===== src/dbc_map.svh =====
// Register map, field layout, reset values and timing counts of the converter control bank
// =============================================================================
// Function
// [RQ1] Per-converter discharge enable acts while converter is off; resets disabled.
// [RQ2] Power cycle reset forces discharge on both converters regardless of setting.
// [RQ3] Bank decodes at base 0x00000400; registers at their listed byte offsets.
// [RQ4] Writing one to bit zero at 0x0 requests converter one enable.
// [RQ5] Writing one to bit zero at 0x1 requests converter one disable.
// [RQ6] Writing one to bit zero at 0x2 requests converter two enable.
// [RQ7] Writing one to bit zero at 0x3 requests converter two disable.
// [RQ8] Writing one at 0x4 or 0x6 requests forced PWM entry.
// [RQ9] Writing one at 0x5 or 0x7 ends forced PWM, back to auto.
// [RQ10] Offset 0x8 holds converter one normal code, reset 0x02.
// [RQ11] Offset 0x9 holds converter one retention code, reset 0x02.
// [RQ12] Offset 0xA holds converter two normal code, reset 0x08.
// [RQ13] Offset 0xB holds converter two retention code, reset 0x08.
// [RQ14] Offsets 0x10 and 0x11 read back the voltage code actually applied.
// [RQ15] GPIO selects for enable 0xC, retention 0xD, forced PWM 0xE, both converters.
// [RQ16] Offset 0x15 selects auto or PFM only and holds discharge enables.
// [RQ17] Host writes software select after a new code so it beats the strap.
// [RQ18] Enable and disable requests override the automatic on or off state.
// [RQ19] A GPIO chosen for forced PWM overrides the register-requested PWM setting.
// [RQ20] Set and clear for one function in one write: clear wins.
`ifndef DBC_MAP_SVH
`define DBC_MAP_SVH

// =============================================================================
// Addressing
`define DBC_BASE_ADDR 32'h0000_0400
`define DBC_OFS_C1_EN_SET 8'h00
`define DBC_OFS_C1_EN_CLR 8'h01
`define DBC_OFS_C2_EN_SET 8'h02
`define DBC_OFS_C2_EN_CLR 8'h03
`define DBC_OFS_C1_PWM_SET 8'h04
`define DBC_OFS_C1_PWM_CLR 8'h05
`define DBC_OFS_C2_PWM_SET 8'h06
`define DBC_OFS_C2_PWM_CLR 8'h07
`define DBC_OFS_C1_NORM 8'h08
`define DBC_OFS_C1_RET 8'h09
`define DBC_OFS_C2_NORM 8'h0a
`define DBC_OFS_C2_RET 8'h0b
`define DBC_OFS_EN_GPIO 8'h0c
`define DBC_OFS_RET_GPIO 8'h0d
`define DBC_OFS_PWM_GPIO 8'h0e
`define DBC_OFS_SW_SEL 8'h0f
`define DBC_OFS_C1_VSTAT 8'h10
`define DBC_OFS_C2_VSTAT 8'h11
`define DBC_OFS_MODE_DIS 8'h15
`define DBC_OFS_STATUS 8'h34

// =============================================================================
// Reset values
`define DBC_RST_C1_CODE 5'h02
`define DBC_RST_C2_CODE 5'h08
`define DBC_RST_SEL 8'h00

// =============================================================================
// Field positions
`define DBC_GSEL_C1_LSB 0
`define DBC_GSEL_C2_LSB 3
`define DBC_GSEL_C1_INV 6
`define DBC_GSEL_C2_INV 7
`define DBC_MD_PFM_LSB 0
`define DBC_MD_DIS_LSB 2
`define DBC_CODE_MAX 5'h18

// =============================================================================
// Timing: cycles from reset release until pin samples are settled
`define DBC_SETTLE_CYCLES 3'h4

`endif


===== src/dbc_pkg.sv =====
// Types shared by the converter control bank
package dbc_pkg;

  typedef logic [4:0] dbc_code_t;

  typedef enum logic [1:0] {
    DBC_MODE_AUTO = 2'h0,
    DBC_MODE_PFM = 2'h1,
    DBC_MODE_PWM = 2'h2
  } dbc_mode_e;

  typedef enum logic [2:0] {
    DBC_ST_W0 = 3'h0,
    DBC_ST_W1 = 3'h1,
    DBC_ST_W2 = 3'h3,
    DBC_ST_W3 = 3'h2,
    DBC_ST_RUN = 3'h6
  } dbc_state_e;

endpackage : dbc_pkg


===== src/dbc_regs.sv =====
// Control and status register bank for two step-down converters
`timescale 1ns/1ps
`include "dbc_map.svh"

module dbc_regs
  import dbc_pkg::*;
#(
  parameter int NCONV = 2,
  parameter int NGPIO = 5
) (
  input wire logic clk,
  input wire logic reset,
  input wire logic ce,
  input wire logic [31:0] reg_addr,
  input wire logic reg_wr,
  input wire logic [7:0] reg_wdata,
  input wire logic reg_rd,
  output logic [7:0] reg_rdata,
  output logic reg_rvalid,
  input wire logic [NGPIO-1:0] gpio_pin,
  input wire logic power_cycle_pin,
  input wire logic conv1_strap_pin_on,
  input wire logic [4:0] conv1_strap_pin_code,
  input wire logic conv2_strap_pin_on,
  input wire logic [4:0] conv2_strap_pin_code,
  output logic [1:0] conv_enable,
  output logic [1:0] conv_forced_pwm,
  output logic [1:0] conv_pfm_only,
  output logic [4:0] conv1_voltage_code,
  output logic [4:0] conv2_voltage_code,
  output logic [1:0] conv_discharge
);

  localparam int NPIN = NGPIO + 13;

  // =============================================================================
  // Pin synchronisers: a change counts once stages two and three agree
  logic [NPIN-1:0] pin_raw;
  logic [NPIN-1:0] pin_s1;
  logic [NPIN-1:0] pin_s2;
  logic [NPIN-1:0] pin_s3;
  logic [NPIN-1:0] pin_f;

  assign pin_raw = {power_cycle_pin, gpio_pin, conv2_strap_pin_on, conv1_strap_pin_on,
                    conv2_strap_pin_code, conv1_strap_pin_code};

  logic [NPIN-1:0] next_pin_f;

  always_comb begin
    next_pin_f = pin_f;
    for (int i = 0; i < NPIN; i++) begin
      if (pin_s2[i] == pin_s3[i]) begin
        next_pin_f[i] = pin_s3[i];
      end
    end
  end

  always_ff @(posedge clk) begin
    if (reset) begin
      pin_s1 <= '0;
      pin_s2 <= '0;
      pin_s3 <= '0;
    end else if (ce) begin
      pin_s1 <= pin_raw;
      pin_s2 <= pin_s1;
      pin_s3 <= pin_s2;
    end
  end

  always_ff @(posedge clk) begin
    if (reset) begin
      pin_f <= '0;
    end else if (ce) begin
      pin_f <= next_pin_f;
    end
  end

  logic [NGPIO-1:0] gpio_f;
  logic power_cycle_f;
  dbc_code_t strap_code [NCONV];
  logic [1:0] strap_on_f;

  assign gpio_f = pin_f[NGPIO+11:12];
  assign power_cycle_f = pin_f[NPIN-1];
  // Straps use the filter's next value: the filtered copy settles one edge after capture
  assign strap_code[0] = next_pin_f[4:0];
  assign strap_code[1] = next_pin_f[9:5];
  assign strap_on_f = next_pin_f[11:10];

  // =============================================================================
  // Start-up: straps are read once the synchronisers have settled
  dbc_state_e state;
  dbc_state_e next_state;
  logic [1:0] strap_on;
  dbc_code_t strap_val [NCONV];

  always_comb begin
    next_state = state;
    unique case (state)
      DBC_ST_W0: next_state = DBC_ST_W1;
      DBC_ST_W1: next_state = DBC_ST_W2;
      DBC_ST_W2: next_state = DBC_ST_W3;
      DBC_ST_W3: next_state = DBC_ST_RUN;
      DBC_ST_RUN: next_state = DBC_ST_RUN;
      default: next_state = DBC_ST_W0;
    endcase
  end

  always_ff @(posedge clk) begin
    if (reset) begin
      state <= DBC_ST_W0;
    end else if (ce) begin
      state <= next_state;
    end
  end

  // Straps are power-on only; later pin changes are ignored
  always_ff @(posedge clk) begin
    if (reset) begin
      strap_on <= 2'h0;
      strap_val[0] <= `DBC_RST_C1_CODE;
      strap_val[1] <= `DBC_RST_C2_CODE;
    end else if (ce && state == DBC_ST_W3) begin
      strap_on <= strap_on_f;
      strap_val[0] <= strap_code[0];
      strap_val[1] <= strap_code[1];
    end
  end

  // =============================================================================
  // Address decode
  logic hit;
  logic [7:0] ofs;
  logic [31:0] rel_addr;
  logic wr_en;

  assign rel_addr = reg_addr - `DBC_BASE_ADDR; // [RQ3]
  assign hit = (rel_addr[31:8] == 24'h0);
  assign ofs = rel_addr[7:0];
  assign wr_en = ce && reg_wr && hit;

  function automatic logic wr_one(input logic [7:0] o);
    wr_one = wr_en && ofs == o && reg_wdata[0];
  endfunction : wr_one

  logic [1:0] en_set;
  logic [1:0] en_clr;
  logic [1:0] pwm_set;
  logic [1:0] pwm_clr;

  // Procedural, so the decode follows the bus signals that wr_one reads
  always_comb begin
    en_set = {wr_one(`DBC_OFS_C2_EN_SET), wr_one(`DBC_OFS_C1_EN_SET)}; // [RQ4] [RQ6]
    en_clr = {wr_one(`DBC_OFS_C2_EN_CLR), wr_one(`DBC_OFS_C1_EN_CLR)}; // [RQ5] [RQ7]
    pwm_set = {wr_one(`DBC_OFS_C2_PWM_SET), wr_one(`DBC_OFS_C1_PWM_SET)}; // [RQ8]
    pwm_clr = {wr_one(`DBC_OFS_C2_PWM_CLR), wr_one(`DBC_OFS_C1_PWM_CLR)}; // [RQ9]
  end

  // =============================================================================
  // Stored registers
  dbc_code_t norm_code [NCONV];
  dbc_code_t ret_code [NCONV];
  logic [7:0] en_gsel;
  logic [7:0] ret_gsel;
  logic [7:0] pwm_gsel;
  logic [1:0] sw_sel;
  logic [3:0] mode_dis;

  always_ff @(posedge clk) begin
    if (reset) begin
      norm_code[0] <= `DBC_RST_C1_CODE; // [RQ10]
      ret_code[0] <= `DBC_RST_C1_CODE; // [RQ11]
      norm_code[1] <= `DBC_RST_C2_CODE; // [RQ12]
      ret_code[1] <= `DBC_RST_C2_CODE; // [RQ13]
    end else if (wr_en) begin
      if (ofs == `DBC_OFS_C1_NORM) norm_code[0] <= reg_wdata[4:0]; // [RQ10]
      if (ofs == `DBC_OFS_C1_RET) ret_code[0] <= reg_wdata[4:0]; // [RQ11]
      if (ofs == `DBC_OFS_C2_NORM) norm_code[1] <= reg_wdata[4:0]; // [RQ12]
      if (ofs == `DBC_OFS_C2_RET) ret_code[1] <= reg_wdata[4:0]; // [RQ13]
    end
  end

  always_ff @(posedge clk) begin
    if (reset) begin
      en_gsel <= `DBC_RST_SEL;
      ret_gsel <= `DBC_RST_SEL;
      pwm_gsel <= `DBC_RST_SEL;
    end else if (wr_en) begin
      if (ofs == `DBC_OFS_EN_GPIO) en_gsel <= reg_wdata; // [RQ15]
      if (ofs == `DBC_OFS_RET_GPIO) ret_gsel <= reg_wdata; // [RQ15]
      if (ofs == `DBC_OFS_PWM_GPIO) pwm_gsel <= reg_wdata; // [RQ15]
    end
  end

  always_ff @(posedge clk) begin
    if (reset) begin
      sw_sel <= 2'h0;
      mode_dis <= 4'h0; // [RQ1]
    end else if (wr_en) begin
      if (ofs == `DBC_OFS_SW_SEL) sw_sel <= reg_wdata[1:0]; // [RQ17]
      if (ofs == `DBC_OFS_MODE_DIS) mode_dis <= reg_wdata[3:0]; // [RQ16]
    end
  end

  // =============================================================================
  // GPIO selection: codes 1 to 5 pick a pin, others leave the function to software
  function automatic logic [1:0] gpio_pick(input logic [2:0] sel, input logic inv,
                                           input logic [NGPIO-1:0] g);
    logic [2:0] idx;
    idx = sel - 3'h1;
    if (sel >= 3'h1 && sel <= 3'(NGPIO)) begin
      gpio_pick = {1'b1, g[idx] ^ inv};
    end else begin
      gpio_pick = 2'h0;
    end
  endfunction : gpio_pick

  logic [1:0] en_g [NCONV];
  logic [1:0] ret_g [NCONV];
  logic [1:0] pwm_g [NCONV];

  always_comb begin
    en_g[0] = gpio_pick(en_gsel[2:0], en_gsel[`DBC_GSEL_C1_INV], gpio_f); // [RQ15]
    en_g[1] = gpio_pick(en_gsel[5:3], en_gsel[`DBC_GSEL_C2_INV], gpio_f);
    ret_g[0] = gpio_pick(ret_gsel[2:0], ret_gsel[`DBC_GSEL_C1_INV], gpio_f);
    ret_g[1] = gpio_pick(ret_gsel[5:3], ret_gsel[`DBC_GSEL_C2_INV], gpio_f);
    pwm_g[0] = gpio_pick(pwm_gsel[2:0], pwm_gsel[`DBC_GSEL_C1_INV], gpio_f);
    pwm_g[1] = gpio_pick(pwm_gsel[5:3], pwm_gsel[`DBC_GSEL_C2_INV], gpio_f);
  end

  // =============================================================================
  // Enable and forced-PWM latches; the clear is tested last so it wins
  logic [1:0] en_latch;
  logic [1:0] pwm_latch;

  always_ff @(posedge clk) begin
    if (reset) begin
      en_latch <= 2'h0;
    end else if (ce) begin
      // Start-up load replaces any pulse, so requests only count once running
      if (state == DBC_ST_W3) begin
        en_latch <= strap_on_f;
      end else begin
        for (int c = 0; c < NCONV; c++) begin
          if (en_set[c]) en_latch[c] <= 1'b1; // [RQ18]
          if (en_clr[c]) en_latch[c] <= 1'b0; // [RQ20]
        end
      end
    end
  end

  always_ff @(posedge clk) begin
    if (reset) begin
      pwm_latch <= 2'h0;
    end else if (ce) begin
      for (int c = 0; c < NCONV; c++) begin
        if (pwm_set[c]) pwm_latch[c] <= 1'b1; // [RQ8]
        if (pwm_clr[c]) pwm_latch[c] <= 1'b0; // [RQ9] [RQ20]
      end
    end
  end

  // =============================================================================
  // Outputs to the converters
  dbc_code_t applied [NCONV];
  logic [1:0] next_en;
  logic [1:0] next_pwm;

  always_comb begin
    for (int c = 0; c < NCONV; c++) begin
      next_en[c] = en_g[c][1] ? en_g[c][0] : en_latch[c];
      next_pwm[c] = pwm_g[c][1] ? pwm_g[c][0] : pwm_latch[c]; // [RQ19]
      // A converter off at power-up falls to software control
      if (sw_sel[c] || !strap_on[c]) begin
        applied[c] = (ret_g[c][1] && ret_g[c][0]) ? ret_code[c] : norm_code[c];
      end else begin
        applied[c] = strap_val[c];
      end
    end
  end

  // Enable held low through start-up so a converter never starts before its strap is read
  always_ff @(posedge clk) begin
    if (reset) begin
      conv_enable <= 2'h0;
    end else if (ce) begin
      conv_enable <= (state == DBC_ST_RUN) ? next_en : 2'h0;
    end
  end

  always_ff @(posedge clk) begin
    if (reset) begin
      conv_forced_pwm <= 2'h0;
      conv_pfm_only <= 2'h0;
    end else if (ce) begin
      conv_forced_pwm <= next_pwm;
      conv_pfm_only <= mode_dis[`DBC_MD_PFM_LSB +: 2] & ~next_pwm; // [RQ16]
    end
  end

  always_ff @(posedge clk) begin
    if (reset) begin
      conv1_voltage_code <= `DBC_RST_C1_CODE;
      conv2_voltage_code <= `DBC_RST_C2_CODE;
    end else if (ce) begin
      conv1_voltage_code <= applied[0]; // [RQ14]
      conv2_voltage_code <= applied[1]; // [RQ14]
    end
  end

  // Discharge held on through reset and any pin-signalled power cycle
  always_ff @(posedge clk) begin
    if (reset) begin
      conv_discharge <= 2'h3; // [RQ2]
    end else if (ce) begin
      if (power_cycle_f || state != DBC_ST_RUN) begin
        conv_discharge <= 2'h3; // [RQ2]
      end else begin
        conv_discharge <= mode_dis[`DBC_MD_DIS_LSB +: 2] & ~next_en; // [RQ1]
      end
    end
  end

  // =============================================================================
  // Read path; write-only and unmapped offsets read zero
  logic [7:0] rd_mux;

  function automatic logic [1:0] mode_of(input logic pwm, input logic pfm);
    mode_of = pwm ? DBC_MODE_PWM : (pfm ? DBC_MODE_PFM : DBC_MODE_AUTO);
  endfunction : mode_of

  always_comb begin
    rd_mux = 8'h00;
    if (hit) begin
      unique case (ofs)
        `DBC_OFS_C1_NORM: rd_mux = {3'h0, norm_code[0]};
        `DBC_OFS_C1_RET: rd_mux = {3'h0, ret_code[0]};
        `DBC_OFS_C2_NORM: rd_mux = {3'h0, norm_code[1]};
        `DBC_OFS_C2_RET: rd_mux = {3'h0, ret_code[1]};
        `DBC_OFS_EN_GPIO: rd_mux = en_gsel;
        `DBC_OFS_RET_GPIO: rd_mux = ret_gsel;
        `DBC_OFS_PWM_GPIO: rd_mux = pwm_gsel;
        `DBC_OFS_SW_SEL: rd_mux = {6'h0, sw_sel};
        `DBC_OFS_C1_VSTAT: rd_mux = {3'h0, conv1_voltage_code}; // [RQ14]
        `DBC_OFS_C2_VSTAT: rd_mux = {3'h0, conv2_voltage_code}; // [RQ14]
        `DBC_OFS_MODE_DIS: rd_mux = {4'h0, mode_dis}; // [RQ16]
        `DBC_OFS_STATUS: rd_mux = {conv_forced_pwm[1], conv_enable[1],
                                   mode_of(conv_forced_pwm[1], conv_pfm_only[1]),
                                   conv_forced_pwm[0], conv_enable[0],
                                   mode_of(conv_forced_pwm[0], conv_pfm_only[0])};
        default: rd_mux = 8'h00;
      endcase
    end
  end

  always_ff @(posedge clk) begin
    if (reset) begin
      reg_rvalid <= 1'b0;
    end else if (ce) begin
      reg_rvalid <= reg_rd;
    end
  end

  // Data holds between reads so a slow host may still pick it up late
  always_ff @(posedge clk) begin
    if (reset) begin
      reg_rdata <= 8'h00;
    end else if (ce && reg_rd) begin
      reg_rdata <= rd_mux;
    end
  end

endmodule : dbc_regs


===== config.mk =====
export PLATFORM = sky130hd
export DESIGN_NAME = dbc_regs
export DESIGN_NICKNAME = d
export VERILOG_FILES = /design/src/dbc_pkg.sv /design/src/dbc_regs.sv
export VERILOG_INCLUDE_DIRS = /design/src
export SDC_FILE = /design/constraint.sdc
export NUM_CORES = 1
export LEC_CHECK = 0
export BUFFER_PORTS_ARGS = -buffer_cell sky130_fd_sc_hd__buf_2
export CORE_MARGIN = 5
export CORE_UTILIZATION = 63
export CTS_CLUSTER_SIZE = 10
export DETAILED_ROUTE_END_ITERATION = 8
export GPL_TIMING_DRIVEN = 0
export HOLD_SLACK_MARGIN = 0.1
export MAX_ROUTING_LAYER = met4
export PLACE_DENSITY_LB_ADDON = 0.12
export SLEW_MARGIN = 20
export SYNTH_ARGS = -nofsm -noshare
export SYNTH_HDL_FRONTEND = slang
export SYNTH_SLANG_ARGS = --single-unit

===== constraint.sdc =====
create_clock -name clk -period 3.5 [get_ports clk]
set_input_delay 0 -clock clk [delete_from_list [all_inputs] [get_ports clk]]
set_output_delay 0 -clock clk [all_outputs]
set_load 0.02 [all_outputs]

==> parameters.txt, run 1 <==
Parameter                              Value

Outcome
  Status    complete, no violations

Routing
  DR vias/cell    6.06
  DR DRC count    0
  Total Routed Length    between 20,000 and 25,000 um
  Total via count in the routed design    6,981
  Number of nets still failing antenna checks after routing    0
  Number of iterations in the first detailed-routing pass    5
  DR iter-0 viols    691
  Average wire per standard cell    roughly 21 um

Global route
  Met2 Track Usage GR    0.577
  Layer with the highest usage after global routing    met2
  Number of antenna violations at the first check in global routing    0
  All-layer global routing usage    0.339
  First-pass GRT wire length    between 30,000 and 40,000 um
  Vias in the first global route    slightly below 7,000
  Fraction of met3 tracks used by global routing    0.0594
  Overflow left after global routing    0
  GR Layer Usage met1    0.410
  Pin count of the biggest net entering global routing    17

Place
  Port Buffer Count    88
  Placed standard-cell area    between 8000 and 9000 um^2
  Final weighted congestion in routability-driven placement    between 0.9 and 1
  Half-perimeter wire length after placement    17,300 um

Yosys
  Ys async rst share    0
  Synthesized area    approximately 8000 um^2
  Proportion of synthesized chip area in sequential cells    0.464
  Post-synthesis sequential element count    about 170
  Number of synthesized flops with an enable pin    30
  Unique cell type count in the Yosys netlist    54
  Net count of the mapped netlist    approximately 900
  Post-synthesis instance total    ~830
  Primary flip-flop cell chosen by synthesis mapping    sky130_fd_sc_hd__dfxtp_1
  Avg Inst Size Synth    between 9 and 10 um^2
  Yosys warning count    0

Worst hold path
  Worst Hold Class    in -> reg

Finish
  Number of diodes added for antenna fixing    0
  Final design utilization    0.756
  Area Growth Syn to Fin    19.4%
  Fraction of final layout cells sized beyond drive strength 1    0.154
  Final net count    ~1,000
  Final instance area    9430 um^2

Clock network
  Post-CTS setup-driven buffer insertion count    0
  Clock input transition at the sequential cells of the worst setup and hold paths    ~0.07 ns
  CTS-repair resized insts    0
  Maximum count of clock buffers along a single path    2
  Insertion delay of the later-clocked pin in the worst-skew pair    ~0.43 ns
  Clk sink count    about 170
  Number of buffers inserted for hold repair after clock tree synthesis    28
  Number of clock buffers inserted by TritonCTS    17
  # H-tree levels    4
  TritonCTS clock tree    yes
  Root buf cell    sky130_fd_sc_hd__clkbuf_16

Floorplan
  Standard cell core area    between 10,000 and 15,000 um^2
  Total Die Area    14,900 um^2
  Initial standard-cell utilization of the core    0.634
  Die extent in y    around 120 um
  Die W    roughly 120 um
  FP Rows    41
  # IOs    90

Critical path
  Sum of buffers and inverters on the critical path    1
  Critical-path cell list    inv_1, ha_1, mux2i_1, mux2i_1, a21oi_1, mux2_2, mux2_1, a2bb2oi_1
  Largest fanout on the critical path    7
  Arrival time reported for the critical path endpoint    2.88 ns
  Crit path max-delay cell type    sky130_fd_sc_hd__dfxtp_1
  Endpoint type of the worst setup path    register
  Family with the most delay on the worst path    multiplexers
  Data required time at the worst endpoint    3.79 ns
  Startpoint type of the worst setup path    register
  Largest stage delay, worst path    about 0.54 ns
  Cell with the most instances on the worst path    sky130_fd_sc_hd__mux2i_1
  Crit Path Category    reg -> reg

Job
  Max-cap violations    0

Timing
  Worst slew margin    0.274
  Unrepaired setup endpoints after global routing    false
  TNS Setup    0 ns
  Number of pins with negative max-slew slack in the final report    0
  Worst-Margin Slew    between 1 and 1.5 ns
  Post-Route Hold Slack    between 0.1 and 0.15 ns
  Count of final setup violators    0
  Worst clock skew    slightly below 0.008 ns
  Tmin final    approximately 2.6 ns
  Max Clk Rate    a little under 400 MHz
  Share of the clock period used by the worst path    0.739
  Final Hold Violating Endpoints    0

Power and ir drop
  Leak pwr    roughly 0.004 uW
  Pwr Density    about 450 nW/um^2
  Post-layout total power    roughly 4300 uW
  Max IR drop VDD    0.362 mV
cell usage in the layout, fill, tap and decap left out, types with 4 or more instances in the layout:
cell type / n
sky130_fd_sc_hd__nand3b_1: 4
sky130_fd_sc_hd__a21o_1: 15
sky130_fd_sc_hd__nor2_1: 114
sky130_fd_sc_hd__buf_2: 92
sky130_fd_sc_hd__inv_6: 5
sky130_fd_sc_hd__nand2_1: 67
sky130_fd_sc_hd__clkinv_4: 4
sky130_fd_sc_hd__a22oi_1: 6
sky130_fd_sc_hd__inv_1: 19
sky130_fd_sc_hd__o21ai_0: 56
sky130_fd_sc_hd__clkbuf_1: 28
sky130_fd_sc_hd__clkbuf_16: 17
sky130_fd_sc_hd__nand2b_1: 9
sky130_fd_sc_hd__mux4_2: 9
sky130_fd_sc_hd__dfxtp_1: 138
sky130_fd_sc_hd__a221oi_1: 4
sky130_fd_sc_hd__ha_1: 12
sky130_fd_sc_hd__dlygate4sd3_1: 28
sky130_fd_sc_hd__buf_1: 9
sky130_fd_sc_hd__and3_1: 9
sky130_fd_sc_hd__and2_1: 18
sky130_fd_sc_hd__xnor2_1: 4
sky130_fd_sc_hd__mux2_2: 10
sky130_fd_sc_hd__o31ai_1: 4
sky130_fd_sc_hd__a21oi_1: 55
sky130_fd_sc_hd__a211oi_1: 5
sky130_fd_sc_hd__mux2i_1: 107
sky130_fd_sc_hd__nand3_1: 17
sky130_fd_sc_hd__xor2_1: 6
sky130_fd_sc_hd__o211ai_1: 6
sky130_fd_sc_hd__edfxtp_1: 30
sky130_fd_sc_hd__nor4_1: 7
sky130_fd_sc_hd__nor3_1: 13
sky130_fd_sc_hd__nor2b_1: 8
sky130_fd_sc_hd__or3_1: 5
final cells by class:
cell class / count / area [um^2]
clock buffers: 17 / 425
inverters: 20 / 75.1
plain buffers: 41 / 159
fillers: 915 / 3040
clock inverters: 14 / 163
repair buffers: 116 / 721
multi-input cells: 604 / 4010
well taps: 172 / 215
flip-flops and latches: 168 / 3660
cell usage after synthesis (all sizes together) (2+ instances only):
| library cell | count | area [um^2] |
|---|---|---|
| o221ai | 3 | 26.3 |
| a211oi | 5 | 37.5 |
| nand3b | 4 | 30.0 |
| ha | 12 | 150 |
| clkbuf | 28 | 105 |
| nand3 | 19 | 105 |
| nand2b | 9 | 56.3 |
| mux2i | 107 | 1070 |
| edfxtp | 30 | 901 |
| and2 | 18 | 113 |
| nor4b | 2 | 17.5 |
| nor2b | 8 | 50.1 |
| mux2 | 11 | 124 |
| nand4 | 3 | 33.8 |
| a311oi | 2 | 17.5 |
| dfxtp | 138 | 2760 |
| xor2 | 6 | 52.6 |
| inv | 19 | 71.3 |
| a221oi | 4 | 35.0 |
| a21o | 15 | 113 |
| a2111oi | 2 | 17.5 |
| buf | 13 | 53.8 |
| nand2 | 68 | 258 |
| nor3 | 16 | 101 |
| xnor2 | 4 | 35.0 |
| a31oi | 3 | 18.8 |
| o31ai | 5 | 37.5 |
| and3 | 9 | 56.3 |
| a21oi | 55 | 275 |
| nor2 | 114 | 428 |
| a22oi | 6 | 45.0 |
| o211ai | 6 | 45.0 |
| nor4 | 8 | 56.3 |
| mux4 | 9 | 203 |
| o21ai | 58 | 290 |
| or3 | 5 | 31.3 |
layer usage:
metal | wire length [um] | vias to the layer above
met1 | 9490 | 3399
met3 | 1550 | 54
met2 | 12000 | 285
met5 | 0 | -
met4 | 688 | 0
li1 | - | 3243
metrics by stage:
stage          setup slack, ns  std cells
6_report                 0.913       1152
5_1_grt                  0.839       1152
4_1_cts                  0.940       1152
3_5_place_dp             0.783       1093
3_3_place_gp             0.889       1093
2_1_floorplan             1.34        833
cell families after synthesis:
kind of cell | Yosys count | share of synthesized area
compound gates | 168 | 0.126
xor+xnor | 10 | 0.0111
fa+ha+maj | 13 | 0.0203
buf+inv | 61 | 0.0296
flops | 168 | 0.464
mux | 127 | 0.177
simple gates | 286 | 0.173
registers in the layout, indices dropped and copies added (netlist names), 4 cells and up, named ones only:
name	count
pin_f	18
pin_s1	18
pin_s2	18
pin_s3	18
norm_code	10
ret_code	10
strap_val	10
en_gsel	8
pwm_gsel	8
reg_rdata	8
ret_gsel	8
conv1_voltage_code	5
conv2_voltage_code	5
mode_dis	4
worst register-to-register path, delay by kind of cell, from the launching register on:
family / cells / cell delay (ns)
buf+inv: 1 / 0.08
flops: 1 / 0.54
compound gates: 2 / 0.33
fa+ha+maj: 1 / 0.35
mux: 4 / 1.15
power breakdown:
group | switching (uW) | internal (uW) | total, uW
logic | 204 | 130 | 334
clock network | 816 | 1070 | 1880
registers | 41.3 | 2020 | 2060
total | 1060 | 3210 | 4270
final timing paths:
kind,slack (ns),cells after the start,start,end
max,0.91,8,ret_gsel[3],conv2_voltage_code[3]
min,0.14,3,reg_wdata[1],ret_gsel[1]
max reg2reg,0.91,8,ret_gsel[3],conv2_voltage_code[3]
min reg2reg,0.45,2,reg_rdata[7],reg_rdata[7]
Note: power is estimated with default switching activity, not from simulation.
==> run 2, diff against run 1 <==
--- a/config.mk
+++ b/config.mk
@@ -8,7 +8,7 @@
 export LEC_CHECK = 0
 export BUFFER_PORTS_ARGS = -buffer_cell sky130_fd_sc_hd__buf_2
 export CORE_MARGIN = 5
-export CORE_UTILIZATION = 63
+export CORE_UTILIZATION = 53
 export CTS_CLUSTER_SIZE = 10
 export DETAILED_ROUTE_END_ITERATION = 8
 export GPL_TIMING_DRIVEN = 0
==> constraint.sdc (replaced) <==
create_clock -name clk -period 2.3 [get_ports clk]
set_input_delay 0 -clock clk [delete_from_list [all_inputs] [get_ports clk]]
set_output_delay 0 -clock clk [all_outputs]
set_load 0.02 [all_outputs]
==> parameters.txt, run 2 (same netlist as run 1, synthesis figures left out) <==
Parameter                              Value

Outcome
  Status    complete, no violations

Critical path
  Crit path max-delay cell type    sky130_fd_sc_hd__dfxtp_4
  Largest stage delay, worst path    0.39 ns (-0.15 ns)
  Endpoint type of the worst setup path    register
  Crit Path Category    reg -> reg
  R2r startpoint    ret_gsel[3]
  Critical-path cell list    inv_1, ha_4, mux2i_1, mux2i_1, a21oi_1, mux2_4, mux2i_1, o221ai_1
  Worst setup slack for register-to-register paths    0.09 ns (-0.82 ns)
  Arrival time reported for the critical path endpoint    2.50 ns (-0.38 ns)
  Data required time at the worst endpoint    2.59 ns (-1.20 ns)
  Worst flop-to-flop path endpoint    conv2_voltage_code[0]
  Largest fanout on the critical path    7 (unchanged)
  Cell with the most instances on the worst path    sky130_fd_sc_hd__mux2i_1
  Critical path launch point    ret_gsel[3]
  Length in cells of the worst reg-to-reg path    8 (unchanged)
  Startpoint type of the worst setup path    register

Power and ir drop
  Max IR drop VDD    0.550 mV (+52%)
  Leak pwr    0.00404 uW (+0.64%)
  Post-layout total power    6410 uW (+50%)
  Pwr Density    675 nW/um^2 (+49%)

Clock network
  Clk sink count    168 (unchanged)
  Root buf cell    sky130_fd_sc_hd__clkbuf_16
  Post-CTS setup-driven buffer insertion count    0 (unchanged)
  # H-tree levels    4 (unchanged)
  Insertion delay of the later-clocked pin in the worst-skew pair    0.43 ns (about the same)
  Number of clock buffers inserted by TritonCTS    17 (unchanged)
  Clock input transition at the sequential cells of the worst setup and hold paths    0.06 ns (about the same)
  Maximum count of clock buffers along a single path    2 (unchanged)
  TritonCTS clock tree    yes

Global route
  Vias in the first global route    6,279 (-9.3%)
  All-layer global routing usage    0.264 (-0.0754)
  Pin count of the biggest net entering global routing    17 (unchanged)
  Number of antenna violations at the first check in global routing    0 (unchanged)
  First-pass GRT wire length    35,300 um (-5.3%)
  Overflow left after global routing    0 (unchanged)

Finish
  Final net count    1,044 (+0.096%)
  Final std cells w/o fill    1,164 (+1.0%)
  Number of diodes added for antenna fixing    0 (unchanged)
  Leading cell type in the layout, fill and taps excluded    sky130_fd_sc_hd__dfxtp_1
  Leading cell types in the layout, fill and taps excluded    sky130_fd_sc_hd__dfxtp_1 (134), sky130_fd_sc_hd__nor2_1 (114), sky130_fd_sc_hd__mux2i_1 (107)
  Area Growth Syn to Fin    20.1%
  Fraction of final layout cells sized beyond drive strength 1    0.162 (+0.00816)
  Final design utilization    0.650 (-0.106)

Timing
  Worst slew margin    0.409 (+0.135)
  Fin worst setup slack    0.0904 ns (-0.822 ns)
  Number of pins with negative max-slew slack in the final report    0 (unchanged)
  Share of the clock period used by the worst path    0.961 (+0.221)
  Post-Route Hold Slack    0.174 ns (+0.0360 ns)
  Final Hold Violating Endpoints    0 (unchanged)
  Worst-Margin Slew    0.880 ns (-0.199 ns)
  Count of final setup violators    0 (unchanged)
  Max Clk Rate    453 MHz (+17%)
  Worst clock skew    0.00569 ns (-0.00200 ns)
  Unrepaired setup endpoints after global routing    false
  Tmin final    2.21 ns (-0.378 ns)

Worst hold path
  Hold Path Depth    5 (+2)
  Worst Hold Class    in -> reg
  End point of the worst hold path    conv_enable[0]
  Startpoint of the worst hold path    ce

Place
  Port Buffer Count    88 (unchanged)
  Minimum setup slack after placement    -0.284 ns (-1.07 ns)
  Half-perimeter wire length after placement    16,200 um (-6.2%)
  Placed cells    1,105 (+1.1%)
  Final weighted congestion in routability-driven placement    0.917 (-4.8%)

Routing
  Number of nets still failing antenna checks after routing    0 (unchanged)
  DR iter-0 viols    533 (-23%)
  DR DRC count    0 (unchanged)
  Total Routed Length    22,400 um (-5.6%)
  Average wire per standard cell    19.3 um (-6.6%)
  DR vias/cell    5.71 (-5.7%)
  Total via count in the routed design    6,650 (-4.7%)
  Number of iterations in the first detailed-routing pass    7 (+2)

Floorplan
  Initial standard-cell utilization of the core    0.541 (-0.0922)
  FP Rows    44 (+7.3%)
  Die extent in y    132 um (+8.3%)
  # IOs    90 (unchanged)
  Total Die Area    17,400 um^2 (+17%)
  Standard cell core area    14,600 um^2 (+17%)
  Die W    132 um (+8.3%)

Job
  Max-cap violations    0 (unchanged)
## run 2: cell count changes in the layout (fill, tap and decap cells not counted), sizes merged
cell         before  now
clkinvlp          1    0
clkbuf           45   47
inv              25   23
dlygate4sd3      28   29
## run 2: power by group
group          internal [uW]  switching [uW]  leakage, uW
Combinational            200             302      0.00234
Sequential              3070            63.4      0.00141
Clock                   1620            1160     0.000285
## run 2: what timing repair did
item,CTS,global route
pin swaps,1,2
hold buffers,29,0
endpoints found under the setup margin,9,26
hold endpoints to repair,75,0
gates resized for setup,6,10
## run 2: worst max-delay path, delay by kind of cell, from the launching register on
kind,cells,cell delay (ns)
compound gates,2,0.35
mux,4,0.96
buf+inv,1,0.08
fa+ha+maj,1,0.28
flops,1,0.39
## run 2: per-stage QoR
step           instance area (um^2)  TNS [ns]
6_report                       9490         0
3_5_place_dp                   8570     -5.07
4_1_cts                        9440         0
2_1_floorplan                  7900         0
3_3_place_gp                   8570     -4.10
5_1_grt                        9490         0
## run 2: metal layers
layer	track usage	vias to the layer above	share of wire
met3	0.0569	30	0.058
met5	-	-	0
met1	0.341	3159	0.43
met2	0.420	211	0.49
met4	0.0737	0	0.016
li1	-	3250	-
## run 2: cell type report
cell class | count | area (um^2)
Buffer | 41 | 159
Clock buffer | 19 | 443
Clock inverter | 11 | 121
Fill cell | 1236 | 5100
Inverter | 20 | 75.1
Multi-Input combinational cell | 604 | 4050
Sequential cell | 168 | 3680
Tap cell | 184 | 230
Timing Repair Buffer | 117 | 731
## run 2: how the worst max path moves through the flow
stage                     cells past startpoint                    end
after floorplan                               8  conv2_voltage_code[3]
after global placement                        6        norm_code[0][3]
after detailed placement                      6        norm_code[0][3]
after CTS                                     8  conv1_voltage_code[0]
after global routing                          8  conv1_voltage_code[0]
final                                         8  conv2_voltage_code[0]
==> run 3, diff against run 2 <==
--- a/config.mk
+++ b/config.mk
@@ -8,7 +8,7 @@
 export LEC_CHECK = 0
 export BUFFER_PORTS_ARGS = -buffer_cell sky130_fd_sc_hd__buf_2
 export CORE_MARGIN = 5
-export CORE_UTILIZATION = 53
+export CORE_UTILIZATION = 50
 export CTS_CLUSTER_SIZE = 10
 export DETAILED_ROUTE_END_ITERATION = 8
 export GPL_TIMING_DRIVEN = 0
==> parameters.txt, run 3 (same netlist as run 1, synthesis figures left out) <==
Parameter                              Value

Job
  Max-cap violations    0 (unchanged)

Floorplan
  Initial standard-cell utilization of the core    0.503 (-0.0387)
  # IOs    90 (unchanged)
  Standard cell core area    15,700 um^2 (+7.7%)
  Die W    136 um (+2.7%)
  FP Rows    46 (+4.5%)
  Die extent in y    136 um (+2.7%)
  Total Die Area    18,400 um^2 (+5.5%)

Worst hold path
  Hold Path Depth    6 (+1)
  Worst Hold Class    in -> reg
  End point of the worst hold path    reg_rdata[0]
  Startpoint of the worst hold path    reg_addr[21]

Global route
  Overflow left after global routing    0 (unchanged)
  Number of antenna violations at the first check in global routing    0 (unchanged)
  Met2 Track Usage GR    0.419 (-0.00157)
  Pin count of the biggest net entering global routing    17 (unchanged)
  GR Layer Usage met1    0.319 (-0.0218)
  Fraction of met3 tracks used by global routing    0.0431 (-0.0138)
  First-pass GRT wire length    34,900 um (-1.3%)
  All-layer global routing usage    0.256 (-0.00822)
  Layer with the highest usage after global routing    met2
  Vias in the first global route    6,273 (-0.096%)

Place
  Half-perimeter wire length after placement    16,500 um (+1.8%)
  Port Buffer Count    88 (unchanged)
  Final weighted congestion in routability-driven placement    0.923 (+0.68%)
  Minimum setup slack after placement    -0.330 ns (-0.0463 ns)
  Placed cells    1,137 (+2.9%)

Finish
  Leading cell type in the layout, fill and taps excluded    sky130_fd_sc_hd__dfxtp_1
  Final design utilization    0.608 (-0.0420)
  Final net count    1,044 (unchanged)
  Fraction of final layout cells sized beyond drive strength 1    0.167 (+0.00476)
  Area Growth Syn to Fin    21.0%
  Leading cell types in the layout, fill and taps excluded    sky130_fd_sc_hd__dfxtp_1 (134), sky130_fd_sc_hd__nor2_1 (114), sky130_fd_sc_hd__mux2i_1 (105)
  Number of inserted filler cells in the final layout    1,393 (+13%)
  Number of diodes added for antenna fixing    0 (unchanged)
  Final std cells w/o fill    1,198 (+2.9%)

Critical path
  Crit Path Category    reg -> reg
  Sum of buffers and inverters on the critical path    1 (unchanged)
  Family with the most delay on the worst path    multiplexers
  Data required time at the worst endpoint    2.58 ns (about the same)
  Largest stage delay, worst path    0.40 ns (about the same)
  Endpoint type of the worst setup path    register
  Worst setup slack for register-to-register paths    0.08 ns (about the same)
  R2r startpoint    ret_gsel[3]
  Critical-path cell list    inv_1, ha_4, mux2i_1, mux2i_1, a21oi_1, mux2_4, mux2i_2, o221ai_1
  Critical path launch point    ret_gsel[3]
  Worst flop-to-flop path endpoint    conv2_voltage_code[2]
  Arrival time reported for the critical path endpoint    2.51 ns (about the same)
  Length in cells of the worst reg-to-reg path    8 (unchanged)
  Startpoint type of the worst setup path    register
  Largest fanout on the critical path    7 (unchanged)
  Crit path max-delay cell type    sky130_fd_sc_hd__dfxtp_4
  Cell with the most instances on the worst path    sky130_fd_sc_hd__mux2i_1

Routing
  DR DRC count    0 (unchanged)
  Number of nets still failing antenna checks after routing    0 (unchanged)
  Total via count in the routed design    6,641 (-0.14%)
  Number of iterations in the first detailed-routing pass    5 (-2)
  Total Routed Length    22,400 um (-0.18%)
  DR iter-0 viols    598 (+12%)
  DR vias/cell    5.54 (-3.0%)
  Average wire per standard cell    18.7 um (-3.0%)

Timing
  Unrepaired setup endpoints after global routing    true
  Worst-Margin Slew    0.878 ns (-0.00230 ns)
  Count of final setup violators    0 (unchanged)
  Share of the clock period used by the worst path    0.967 (+0.00590)
  Number of pins with negative max-slew slack in the final report    0 (unchanged)
  Final Hold Violating Endpoints    0 (unchanged)
  Worst slew margin    0.415 (+0.00547)
  Fin worst setup slack    0.0768 ns (-0.0136 ns)
  Max Clk Rate    450 MHz (-0.61%)
  Worst clock skew    0.0101 ns (+0.00439 ns)
  Tmin final    2.22 ns (+0.0136 ns)

Clock network
  # H-tree levels    4 (unchanged)
  Maximum count of clock buffers along a single path    2 (unchanged)
  Number of clock buffers inserted by TritonCTS    17 (unchanged)
  Clock input transition at the sequential cells of the worst setup and hold paths    0.06 ns (about the same)
  Insertion delay of the later-clocked pin in the worst-skew pair    0.43 ns (about the same)
  Post-CTS setup-driven buffer insertion count    0 (unchanged)
  TritonCTS clock tree    yes
  Clk sink count    168 (unchanged)
  Root buf cell    sky130_fd_sc_hd__clkbuf_16

Power and ir drop
  Leak pwr    0.00404 uW (about the same)
  Max IR drop VDD    0.520 mV (-5.4%)
  Pwr Density    680 nW/um^2 (+0.68%)
  Post-layout total power    6500 uW (+1.4%)

Outcome
  Status    complete, no violations
## run 3: layer usage
metal  share of wire  up-vias  routed length (um)
li1                -     3244                   -
met1            0.43     3169                9620
met2            0.50      189               11100
met3           0.046       39                1030
met4           0.028        0                 629
met5               0        -                   0
## run 3: repair_timing
item / CTS / global route
setup endpoints to repair: 9 / 28
cloned: 0 / 0
pin swaps: 0 / 2
endpoints found under the hold margin: 82 / 0
hold buffers: 29 / 0
gates resized for setup: 8 / 10
## run 3: area by class of cell
class | count | area (um^2) | area share
Tap cell | 216 | 270 | 0.0283
Clock inverter | 11 | 105 | 0.0110
Clock buffer | 21 | 482 | 0.0504
Inverter | 20 | 75.1 | 0.00785
Sequential cell | 168 | 3670 | 0.384
Buffer | 41 | 159 | 0.0166
Timing Repair Buffer | 117 | 731 | 0.0764
Multi-Input combinational cell | 604 | 4070 | 0.425
## run 3: worst reg2reg max path, delay by kind of cell (launching register included)
family / cells / cell delay (ns)
compound gates: 2 / 0.32
flops: 1 / 0.40
buf+inv: 1 / 0.09
mux: 4 / 0.97
fa+ha+maj: 1 / 0.29
## run 3: through the flow
step,hold slack [ns],setup TNS [ns],cell area (um^2)
6_report,0.162,0,9560
4_1_cts,0.142,0,9520
2_1_floorplan,0.144,0,7900
5_1_grt,0.181,-0.00270,9560
3_5_place_dp,0.242,-6.46,8610
3_3_place_gp,0.234,-6.92,8610
## run 3: where the power goes
group / switching (uW) / leakage, uW / internal [uW] / total (uW)
logic: 302 / 0.00233 / 201 / 503
registers: 61.5 / 0.00141 / 3070 / 3130
clock network: 1240 / 0.000297 / 1630 / 2870
## run 3: how the worst max path moves through the flow
| stage | end | slack (ns) | depth (start not counted) |
|---|---|---|---|
| floorplan | conv2_voltage_code[3] | 0.14 | 8 |
| CTS | conv1_voltage_code[0] | 0.007 | 8 |
| finish | conv2_voltage_code[2] | 0.08 | 8 |
| detailed placement | norm_code[0][2] | -0.33 | 6 |
| global placement | norm_code[0][2] | -0.35 | 6 |
| global route | conv2_voltage_code[2] | -0.003 | 8 |
